**src/inc/lmx_pkg.sv**
```systemverilog
`default_nettype none
package lmx_pkg;

  localparam int DATA_W = 8;
  localparam int FADDR_W = 7;
  localparam int PC_W = 13;

  // Instruction group handled by this datapath
  typedef enum logic [3:0] {
    idle_op = 4'h0,
    load_immediate_op = 4'h1,
    or_immediate_op = 4'h2,
    or_register_op = 4'h3,
    store_accumulator_op = 4'h4,
    copy_reg_op = 4'h5,
    rotate_left_op = 4'h6,
    interrupt_return_op = 4'h7,
    return_immediate_op = 4'h8
  } lmx_op_e;

  // Gray coded: idle -> read -> idle, idle -> ret -> idle
  typedef enum logic [1:0] {
    ST_IDLE = 2'b00,
    ST_READ = 2'b01,
    ST_RET = 2'b10
  } lmx_state_e;

  // Wishbone register byte offsets
  localparam logic [7:0] REG_ACC = 8'h00;
  localparam logic [7:0] REG_STATUS = 8'h04;
  localparam logic [7:0] REG_PC = 8'h08;

  // Status register bit positions
  localparam int STAT_CARRY_BIT = 0;
  localparam int STAT_ZERO_BIT = 1;
  localparam int STAT_IRQ_ALLOW_BIT = 2;

  // Reset values
  localparam logic [DATA_W-1:0] ACC_RST = 8'h00;
  localparam logic [PC_W-1:0] PC_RST = 13'h0000;
  localparam logic CARRY_RST = 1'b0;
  localparam logic ZERO_RST = 1'b0;
  localparam logic IRQ_ALLOW_RST = 1'b0;

  // Cycles taken by the return operations
  localparam int RET_CYCLES = 2;

endpackage

`default_nettype wire

```
**src/core/lmx_alu.sv**
```systemverilog
`timescale 1ns/100ps
`default_nettype none

module lmx_alu (
  input wire lmx_pkg::lmx_op_e op, // Operation being executed
  input wire logic [7:0] acc, // Accumulator value
  input wire logic [7:0] operand, // Immediate or file register value
  input wire logic carry_in, // Current carry flag
  output logic [7:0] result, // Operation result
  output logic carry_out, // Carry after the operation
  output logic zero_out // Result equals zero
);

  always_comb
  begin
    carry_out = carry_in;
    case (op)
      lmx_pkg::or_immediate_op,
      lmx_pkg::or_register_op:
      begin
        result = acc | operand;
      end
      lmx_pkg::rotate_left_op:
      begin
        result = {operand[6:0], carry_in};
        carry_out = operand[7];
      end
      lmx_pkg::store_accumulator_op:
      begin
        result = acc;
      end
      default:
      begin
        result = operand;
      end
    endcase
    zero_out = (result == 8'h00);
  end

endmodule

`default_nettype wire

```
**src/core/lmx_exec.sv**
```systemverilog
// How it works
// - OR-immediate ORs accumulator with immediate, result to accumulator, updates zero.
// - Load-immediate puts immediate in accumulator, flags untouched.
// - OR-register ORs accumulator with file register, to destination, updates zero.
// - Destination bit 0 writes accumulator, 1 writes the addressed file register.
// - Store copies accumulator into addressed file register, flags untouched.
// - Register copy moves file register to destination and updates zero.
// - Interrupt return loads program counter from stack top, sets interrupt allow.
// - Rotate-left shifts register left through carry, to destination, only carry changes.
// - Return-immediate loads accumulator and program counter, two cycles, no flags.
`timescale 1ns/100ps
`default_nettype none

module lmx_exec #(
  parameter int PC_W = lmx_pkg::PC_W
) (
  input wire logic clk, // 25 MHz core clock
  input wire logic rst_n, // Asynchronous reset
  input wire logic op_valid, // Decoder offers an operation
  input wire lmx_pkg::lmx_op_e op_code, // Operation code
  input wire logic [7:0] op_imm, // 8-bit immediate
  input wire logic [6:0] op_addr, // File register address
  input wire logic op_dest, // 0 accumulator, 1 file register
  output logic op_ready, // Operation can be taken
  output logic op_done, // Operation finished, one cycle
  output logic [6:0] file_addr, // File register address
  output logic [7:0] file_wdata, // File register write data
  output logic file_we, // File register write strobe
  input wire logic [7:0] file_rdata, // Data of file_addr
  output logic stack_pop, // Pop the return stack
  input wire logic [PC_W-1:0] stack_top, // Top of return stack
  output logic [PC_W-1:0] pc, // Program counter
  output logic pc_load, // Program counter reloaded
  output logic [7:0] acc, // Accumulator
  output logic carry, // Carry flag
  output logic zero, // Zero flag
  output logic global_irq_allow, // Global interrupt enable
  input wire logic wb_cyc_i, // Wishbone cycle
  input wire logic wb_stb_i, // Wishbone strobe
  input wire logic wb_we_i, // Wishbone write
  input wire logic [7:0] wb_adr_i, // Wishbone byte address
  input wire logic [3:0] wb_sel_i, // Wishbone byte selects
  input wire logic [31:0] wb_dat_i, // Wishbone write data
  output logic [31:0] wb_dat_o, // Wishbone read data
  output logic wb_ack_o // Wishbone acknowledge
);

  lmx_pkg::lmx_state_e state_q, state_d;
  lmx_pkg::lmx_op_e op_q, alu_op;
  logic [7:0] imm_q;
  logic dest_q;
  logic op_ready_q, op_done_q;
  logic [6:0] file_addr_q;
  logic [7:0] file_wdata_q;
  logic file_we_q, stack_pop_q, pc_load_q;
  logic [PC_W-1:0] pc_q;
  logic [7:0] acc_q;
  logic carry_q, zero_q, irq_allow_q;
  logic [31:0] wb_dat_q;
  logic wb_ack_q;
  logic take, is_reg, is_ret, imm_ev, reg_ev, ret_ev;
  logic [7:0] alu_operand, alu_res;
  logic alu_carry, alu_zero;
  logic wb_wr, wb_wr_acc, wb_wr_stat;

  assign take = op_valid && op_ready_q;
  assign is_reg = (op_code == lmx_pkg::or_register_op) ||
                  (op_code == lmx_pkg::copy_reg_op) ||
                  (op_code == lmx_pkg::rotate_left_op);
  assign is_ret = (op_code == lmx_pkg::interrupt_return_op) ||
                  (op_code == lmx_pkg::return_immediate_op);
  assign imm_ev = take && ((op_code == lmx_pkg::or_immediate_op) ||
                           (op_code == lmx_pkg::load_immediate_op));
  assign reg_ev = (state_q == lmx_pkg::ST_READ);
  assign ret_ev = (state_q == lmx_pkg::ST_RET);

  // Immediates use the live decoder op; register ops use the latched one
  assign alu_op = reg_ev ? op_q : op_code;
  assign alu_operand = reg_ev ? file_rdata : op_imm;

  lmx_alu u_alu (
    .op(alu_op),
    .acc(acc_q),
    .operand(alu_operand),
    .carry_in(carry_q),
    .result(alu_res),
    .carry_out(alu_carry),
    .zero_out(alu_zero)
  );

  always_comb
  begin
    state_d = lmx_pkg::ST_IDLE;
    if (state_q == lmx_pkg::ST_IDLE && take)
    begin
      if (is_reg)
        state_d = lmx_pkg::ST_READ;
      else if (is_ret)
        state_d = lmx_pkg::ST_RET;
    end
  end

  always_ff @(posedge clk or negedge rst_n)
  begin
    if (!rst_n)
    begin
      state_q <= lmx_pkg::ST_IDLE;
      op_ready_q <= 1'b0;
    end
    else
    begin
      state_q <= state_d;
      op_ready_q <= (state_d == lmx_pkg::ST_IDLE);
    end
  end

  always_ff @(posedge clk or negedge rst_n)
  begin
    if (!rst_n)
    begin
      op_q <= lmx_pkg::idle_op;
      imm_q <= 8'h00;
      dest_q <= 1'b0;
    end
    else if (take)
    begin
      op_q <= op_code;
      imm_q <= op_imm;
      dest_q <= op_dest;
    end
  end

  always_ff @(posedge clk or negedge rst_n)
  begin
    if (!rst_n)
      op_done_q <= 1'b0;
    else
      op_done_q <= (take && !is_reg && !is_ret) || reg_ev || ret_ev;
  end

  // Datapath writes win over a software write in the same cycle
  always_ff @(posedge clk or negedge rst_n)
  begin
    if (!rst_n)
      acc_q <= lmx_pkg::ACC_RST;
    else if (imm_ev)
      acc_q <= alu_res;
    else if (reg_ev && !dest_q)
      acc_q <= alu_res;
    else if (ret_ev && op_q == lmx_pkg::return_immediate_op)
      acc_q <= imm_q;
    else if (wb_wr_acc)
      acc_q <= wb_dat_i[7:0];
  end

  always_ff @(posedge clk or negedge rst_n)
  begin
    if (!rst_n)
      zero_q <= lmx_pkg::ZERO_RST;
    else if ((imm_ev && op_code == lmx_pkg::or_immediate_op) ||
             (reg_ev && op_q != lmx_pkg::rotate_left_op))
      zero_q <= alu_zero;
    else if (wb_wr_stat)
      zero_q <= wb_dat_i[lmx_pkg::STAT_ZERO_BIT];
  end

  always_ff @(posedge clk or negedge rst_n)
  begin
    if (!rst_n)
      carry_q <= lmx_pkg::CARRY_RST;
    else if (reg_ev && op_q == lmx_pkg::rotate_left_op)
      carry_q <= alu_carry;
    else if (wb_wr_stat)
      carry_q <= wb_dat_i[lmx_pkg::STAT_CARRY_BIT];
  end

  always_ff @(posedge clk or negedge rst_n)
  begin
    if (!rst_n)
      irq_allow_q <= lmx_pkg::IRQ_ALLOW_RST;
    else if (ret_ev && op_q == lmx_pkg::interrupt_return_op)
      irq_allow_q <= 1'b1;
    else if (wb_wr_stat)
      irq_allow_q <= wb_dat_i[lmx_pkg::STAT_IRQ_ALLOW_BIT];
  end

  // Address is held after a read so the register file stays quiet
  always_ff @(posedge clk or negedge rst_n)
  begin
    if (!rst_n)
    begin
      file_addr_q <= 7'h00;
      file_wdata_q <= 8'h00;
      file_we_q <= 1'b0;
    end
    else
    begin
      file_we_q <= 1'b0;
      if (take && op_code == lmx_pkg::store_accumulator_op)
      begin
        file_addr_q <= op_addr;
        file_wdata_q <= acc_q;
        file_we_q <= 1'b1;
      end
      else if (take && is_reg)
        file_addr_q <= op_addr;
      else if (reg_ev && dest_q)
      begin
        file_wdata_q <= alu_res;
        file_we_q <= 1'b1;
      end
    end
  end

  always_ff @(posedge clk or negedge rst_n)
  begin
    if (!rst_n)
    begin
      stack_pop_q <= 1'b0;
      pc_load_q <= 1'b0;
      pc_q <= PC_W'(lmx_pkg::PC_RST);
    end
    else
    begin
      stack_pop_q <= take && is_ret;
      pc_load_q <= ret_ev;
      if (ret_ev)
        pc_q <= stack_top;
    end
  end

  // Wishbone classic slave, one wait state, unmapped reads give zero
  assign wb_wr = wb_cyc_i && wb_stb_i && wb_we_i && !wb_ack_q && wb_sel_i[0];
  assign wb_wr_acc = wb_wr && (wb_adr_i == lmx_pkg::REG_ACC);
  assign wb_wr_stat = wb_wr && (wb_adr_i == lmx_pkg::REG_STATUS);

  always_ff @(posedge clk or negedge rst_n)
  begin
    if (!rst_n)
    begin
      wb_ack_q <= 1'b0;
      wb_dat_q <= 32'h0000_0000;
    end
    else
    begin
      wb_ack_q <= wb_cyc_i && wb_stb_i && !wb_ack_q;
      wb_dat_q <= 32'h0000_0000;
      case (wb_adr_i)
        lmx_pkg::REG_ACC: wb_dat_q[7:0] <= acc_q;
        lmx_pkg::REG_STATUS: wb_dat_q[2:0] <= {irq_allow_q, zero_q, carry_q};
        lmx_pkg::REG_PC: wb_dat_q[PC_W-1:0] <= pc_q;
        default: wb_dat_q <= 32'h0000_0000;
      endcase
    end
  end

  assign op_ready = op_ready_q;
  assign op_done = op_done_q;
  assign file_addr = file_addr_q;
  assign file_wdata = file_wdata_q;
  assign file_we = file_we_q;
  assign stack_pop = stack_pop_q;
  assign pc = pc_q;
  assign pc_load = pc_load_q;
  assign acc = acc_q;
  assign carry = carry_q;
  assign zero = zero_q;
  assign global_irq_allow = irq_allow_q;
  assign wb_dat_o = wb_dat_q;
  assign wb_ack_o = wb_ack_q;

  // Checks
  logic [7:0] or_imm_res;
  logic take_or_imm, take_load, take_store, take_iret, take_rimm;
  assign or_imm_res = acc_q | op_imm;
  assign take_or_imm = take && op_code == lmx_pkg::or_immediate_op;
  assign take_load = take && op_code == lmx_pkg::load_immediate_op;
  assign take_store = take && op_code == lmx_pkg::store_accumulator_op;
  assign take_iret = take && op_code == lmx_pkg::interrupt_return_op;
  assign take_rimm = take && op_code == lmx_pkg::return_immediate_op;
endmodule

`default_nettype wire

```
**config.mk**
```make
export PLATFORM = sky130hd
export DESIGN_NAME = lmx_exec
export DESIGN_NICKNAME = d
export VERILOG_FILES = /design/src/inc/lmx_pkg.sv /design/src/core/lmx_alu.sv /design/src/core/lmx_exec.sv
export SDC_FILE = /design/constraint.sdc
export NUM_CORES = 1
export LEC_CHECK = 0
export ABC_AREA = 1
export BUFFER_PORTS_ARGS = -buffer_cell sky130_fd_sc_hd__buf_2
export CORE_MARGIN = 4
export CORE_UTILIZATION = 50
export DETAILED_ROUTE_END_ITERATION = 12
export PLACE_DENSITY_LB_ADDON = 0.12
export REMOVE_ABC_BUFFERS = 1
export SYNTH_ARGS = -nofsm -noshare
export SYNTH_HDL_FRONTEND = slang
export SYNTH_SLANG_ARGS = --single-unit
```
**constraint.sdc**
```tcl
create_clock -name clk -period 4.88 [get_ports clk]
set_clock_uncertainty 0.2 [all_clocks]
set_input_delay 0.244 -clock clk [delete_from_list [all_inputs] [get_ports clk]]
set_output_delay 0.244 -clock clk [all_outputs]
set_load 0.05 [all_outputs]
```
==> flow_summary.ini <==
[global_route]
grt_pass1_vias = 3467
grt_pass1_wl_um = 16800
grt_start_max_net_pins = 41
grt_overflow = 0
antenna_found_initial = 0
grt_usage = 0.240

[timing]
fmax_mhz = 344
fin_crit_sh = 0.595
rsz0062_at_grt = false
worst_slack_ns = 1.97
slew_viol_final = 0
finalSetupViolations = 0
final_hold_viol_count = 0
min_period_ns = 2.91
relSlewSlack = 0.470
fin_setup_tns_ns = 0
tightest_slew_ns = 0.795

[setup_path]
cp-end-kind = flip-flop
slowest_stage = inv_1
cp_cell_sequence = nand2_1, inv_1, nand4_1, o21ai_1, nor2_1, nand2_1, o21ai_0, o22ai_1
cp.required_ns = 4.94
critPathKind = reg2reg
critPathMaxStageDelay_ns = 0.46
crit_top_cell = nand2_1
cp_data_arrival_time_ns = 2.97
worstSetupStartpointType = flip-flop
crit_fanout = 22

[detailed_routing]
avgRoutedWirePerCell_um = 14.5
vias = 3634
routed_wl_um = 10700
drtIter0Drc = 171
ant_nets = 0
first_pass_iters = 4
avgViaCountPerCell = 4.94
drcViolationCount = 0

[synth]
avgSynthCellArea_um2 = 7.96
synthDistinctLibCells = 35
syn_inst = 479
ys_seq_elements = 73
ys_seq_area_frac = 0.479
syn-cell-area_um2 = 3810
ys_warn_count = 0

[pwr]
p_per_area_nw_per_um2 = 439
leakage_nw = 2.64
total_power_w = 0.00217
vdd_drop_max_mv = 0.189

[floorplan]
die_w_um = 95.4
die_y_um = 95.4
ios = 168
rows = 31
start_util = 0.520
core_region_area_um2 = 7330
die_area_um2 = 9090

[clocking]
cts.sink_count = 73
numCtsBuffers = 9
path_clk_slew_ns = 0.08
clock_path_buffers = 2
cts_hold_buffers = 34
cts_tree = yes
clock_latency_ns = 0.35
cts_root_buf = clkbuf_8
htreeDepth = 3
cts_resized = 0
post_cts_buffers = 0

[placed_design]
portBuffers = 121
dp_hpwl_um = 7950
gp_congestion = 0.903
post-place-ws_ns = 1.99

[min_path]
worstHoldPathType = in2reg

[cells_and_area]
fin_nets = 723
diodes = 0
syn_to_final_growth_pct = 29.3
fillCellCount = 640
drive_above_1_share = 0.270

[status]
status = finished clean

[job]
cap_violations = 0
==> layer usage <==
metal,global-route usage,wire length [um],up-vias
li1,-,-,1828
met1,0.325,4730,1673
met2,0.397,5020,120
met3,0.0339,789,13
met4,0.0805,129,0
met5,0,0,-
==> final timing paths <==
kind	slack (ns)	cells past startpoint	endpoint	from
max	1.97	8	acc[3]	op_ready
min	0.03	3	op_q[3]	op_code[3]
max reg2reg	1.97	8	acc[3]	op_ready
min reg2reg	0.25	1	wb_ack_o	wb_ack_o
max in group asynchronous	3.18	3	file_wdata[1]	rst_n
min in group asynchronous	0.31	2	wb_dat_o[11]	rst_n
==> registers in the layout, summed over array words and instances (netlist names), 2 cells and up <==
| name | count |
|---|---|
| op_q | 4 |
| file_addr | 7 |
| imm_q | 8 |
| state_q | 2 |
| wb_dat_o | 13 |
| file_wdata | 8 |
| pc | 13 |
| acc | 8 |
==> cell families (layout without fill, tap and decap cells) <==
kind of cell    after synthesis  count (layout)  synth area share
mux                           2               2           0.00590
compound gates               75              75             0.114
other cells                   1              19          0.000983
buf+inv                      82             221             0.108
flops                        73              73             0.479
simple gates                246             246             0.293
==> through the flow <==
step | cells | area (um2) | util | hold WS, ns
floorplan | 465 | 3660 | - | -0.252
global placement | 686 | 4400 | 0.600 | 0.176
detailed placement | 686 | 4400 | 0.600 | 0.183
CTS | 735 | 4930 | 0.673 | 0.0151
global route | 735 | 4930 | 0.673 | 0.0411
finish | 735 | 4930 | 0.673 | 0.0269
==> worst max-delay path, delay by kind of cell (launching register included) <==
kind / cells / cell delay, ns
AND/OR/NAND/NOR: 4 / 1.08
AO/OA/AOI/OAI: 3 / 0.73
buffers and inverters: 1 / 0.46
flip-flops: 1 / 0.35
==> placed cells by master (no fill, tap or decap), types with 9 or more instances in the layout <==
cell	synthesis	layout
nand4_1	9	9
clkbuf_8	0	10
nand2_1	137	137
nor2_1	31	31
dlygate4sd3_1	0	34
dfrtp_1	73	73
nand3_1	36	36
inv_1	43	43
conb_1	1	19
o21ai_0	40	40
buf_2	2	121
nand2_2	9	9
==> where the power goes <==
| part | leakage [nW] | internal [W] | total, W | switching [W] |
|---|---|---|---|---|
| sequential | 0.927 | 0.000730 | 0.000822 | 0.0000912 |
| clock | 0.0981 | 0.000246 | 0.000466 | 0.000220 |
| combinational | 1.61 | 0.000204 | 0.000880 | 0.000676 |
| total | 2.64 | 0.00118 | 0.00217 | 0.000987 |
==> layout make-up <==
cell class / count / area, um2 / share of cell area
multi-input combinational: 342 / 1650 / 0.334
inverter: 50 / 190 / 0.0385
sequential: 73 / 1830 / 0.370
clock buffer: 10 / 138 / 0.0279
tap: 99 / 124 / 0.0251
timing repair buffer: 156 / 953 / 0.193
clock inverter: 5 / 56.3 / 0.0114
==> synthesized netlist by cell type (all sizes together) <==
| master | instances | area share |
|---|---|---|
| or2 | 1 | 0.0016 |
| nor4 | 2 | 0.0049 |
| buf | 25 | 0.051 |
| nor2 | 37 | 0.043 |
| o21ai | 45 | 0.059 |
| inv | 50 | 0.050 |
| nand4 | 9 | 0.015 |
| o311ai | 1 | 0.0023 |
| nor3b | 1 | 0.0020 |
| a32oi | 1 | 0.0023 |
| conb | 1 | 0.00098 |
| clkbuf | 7 | 0.0069 |
| a21oi | 8 | 0.011 |
| o211ai | 8 | 0.016 |
| nand2 | 148 | 0.16 |
| nor3 | 8 | 0.013 |
| mux2 | 2 | 0.0059 |
| o22ai | 5 | 0.0082 |
| a31oi | 1 | 0.0033 |
| nand3 | 40 | 0.058 |
| a22oi | 6 | 0.012 |
| dfrtp | 73 | 0.48 |
Power figures use the tool's default switching activity.
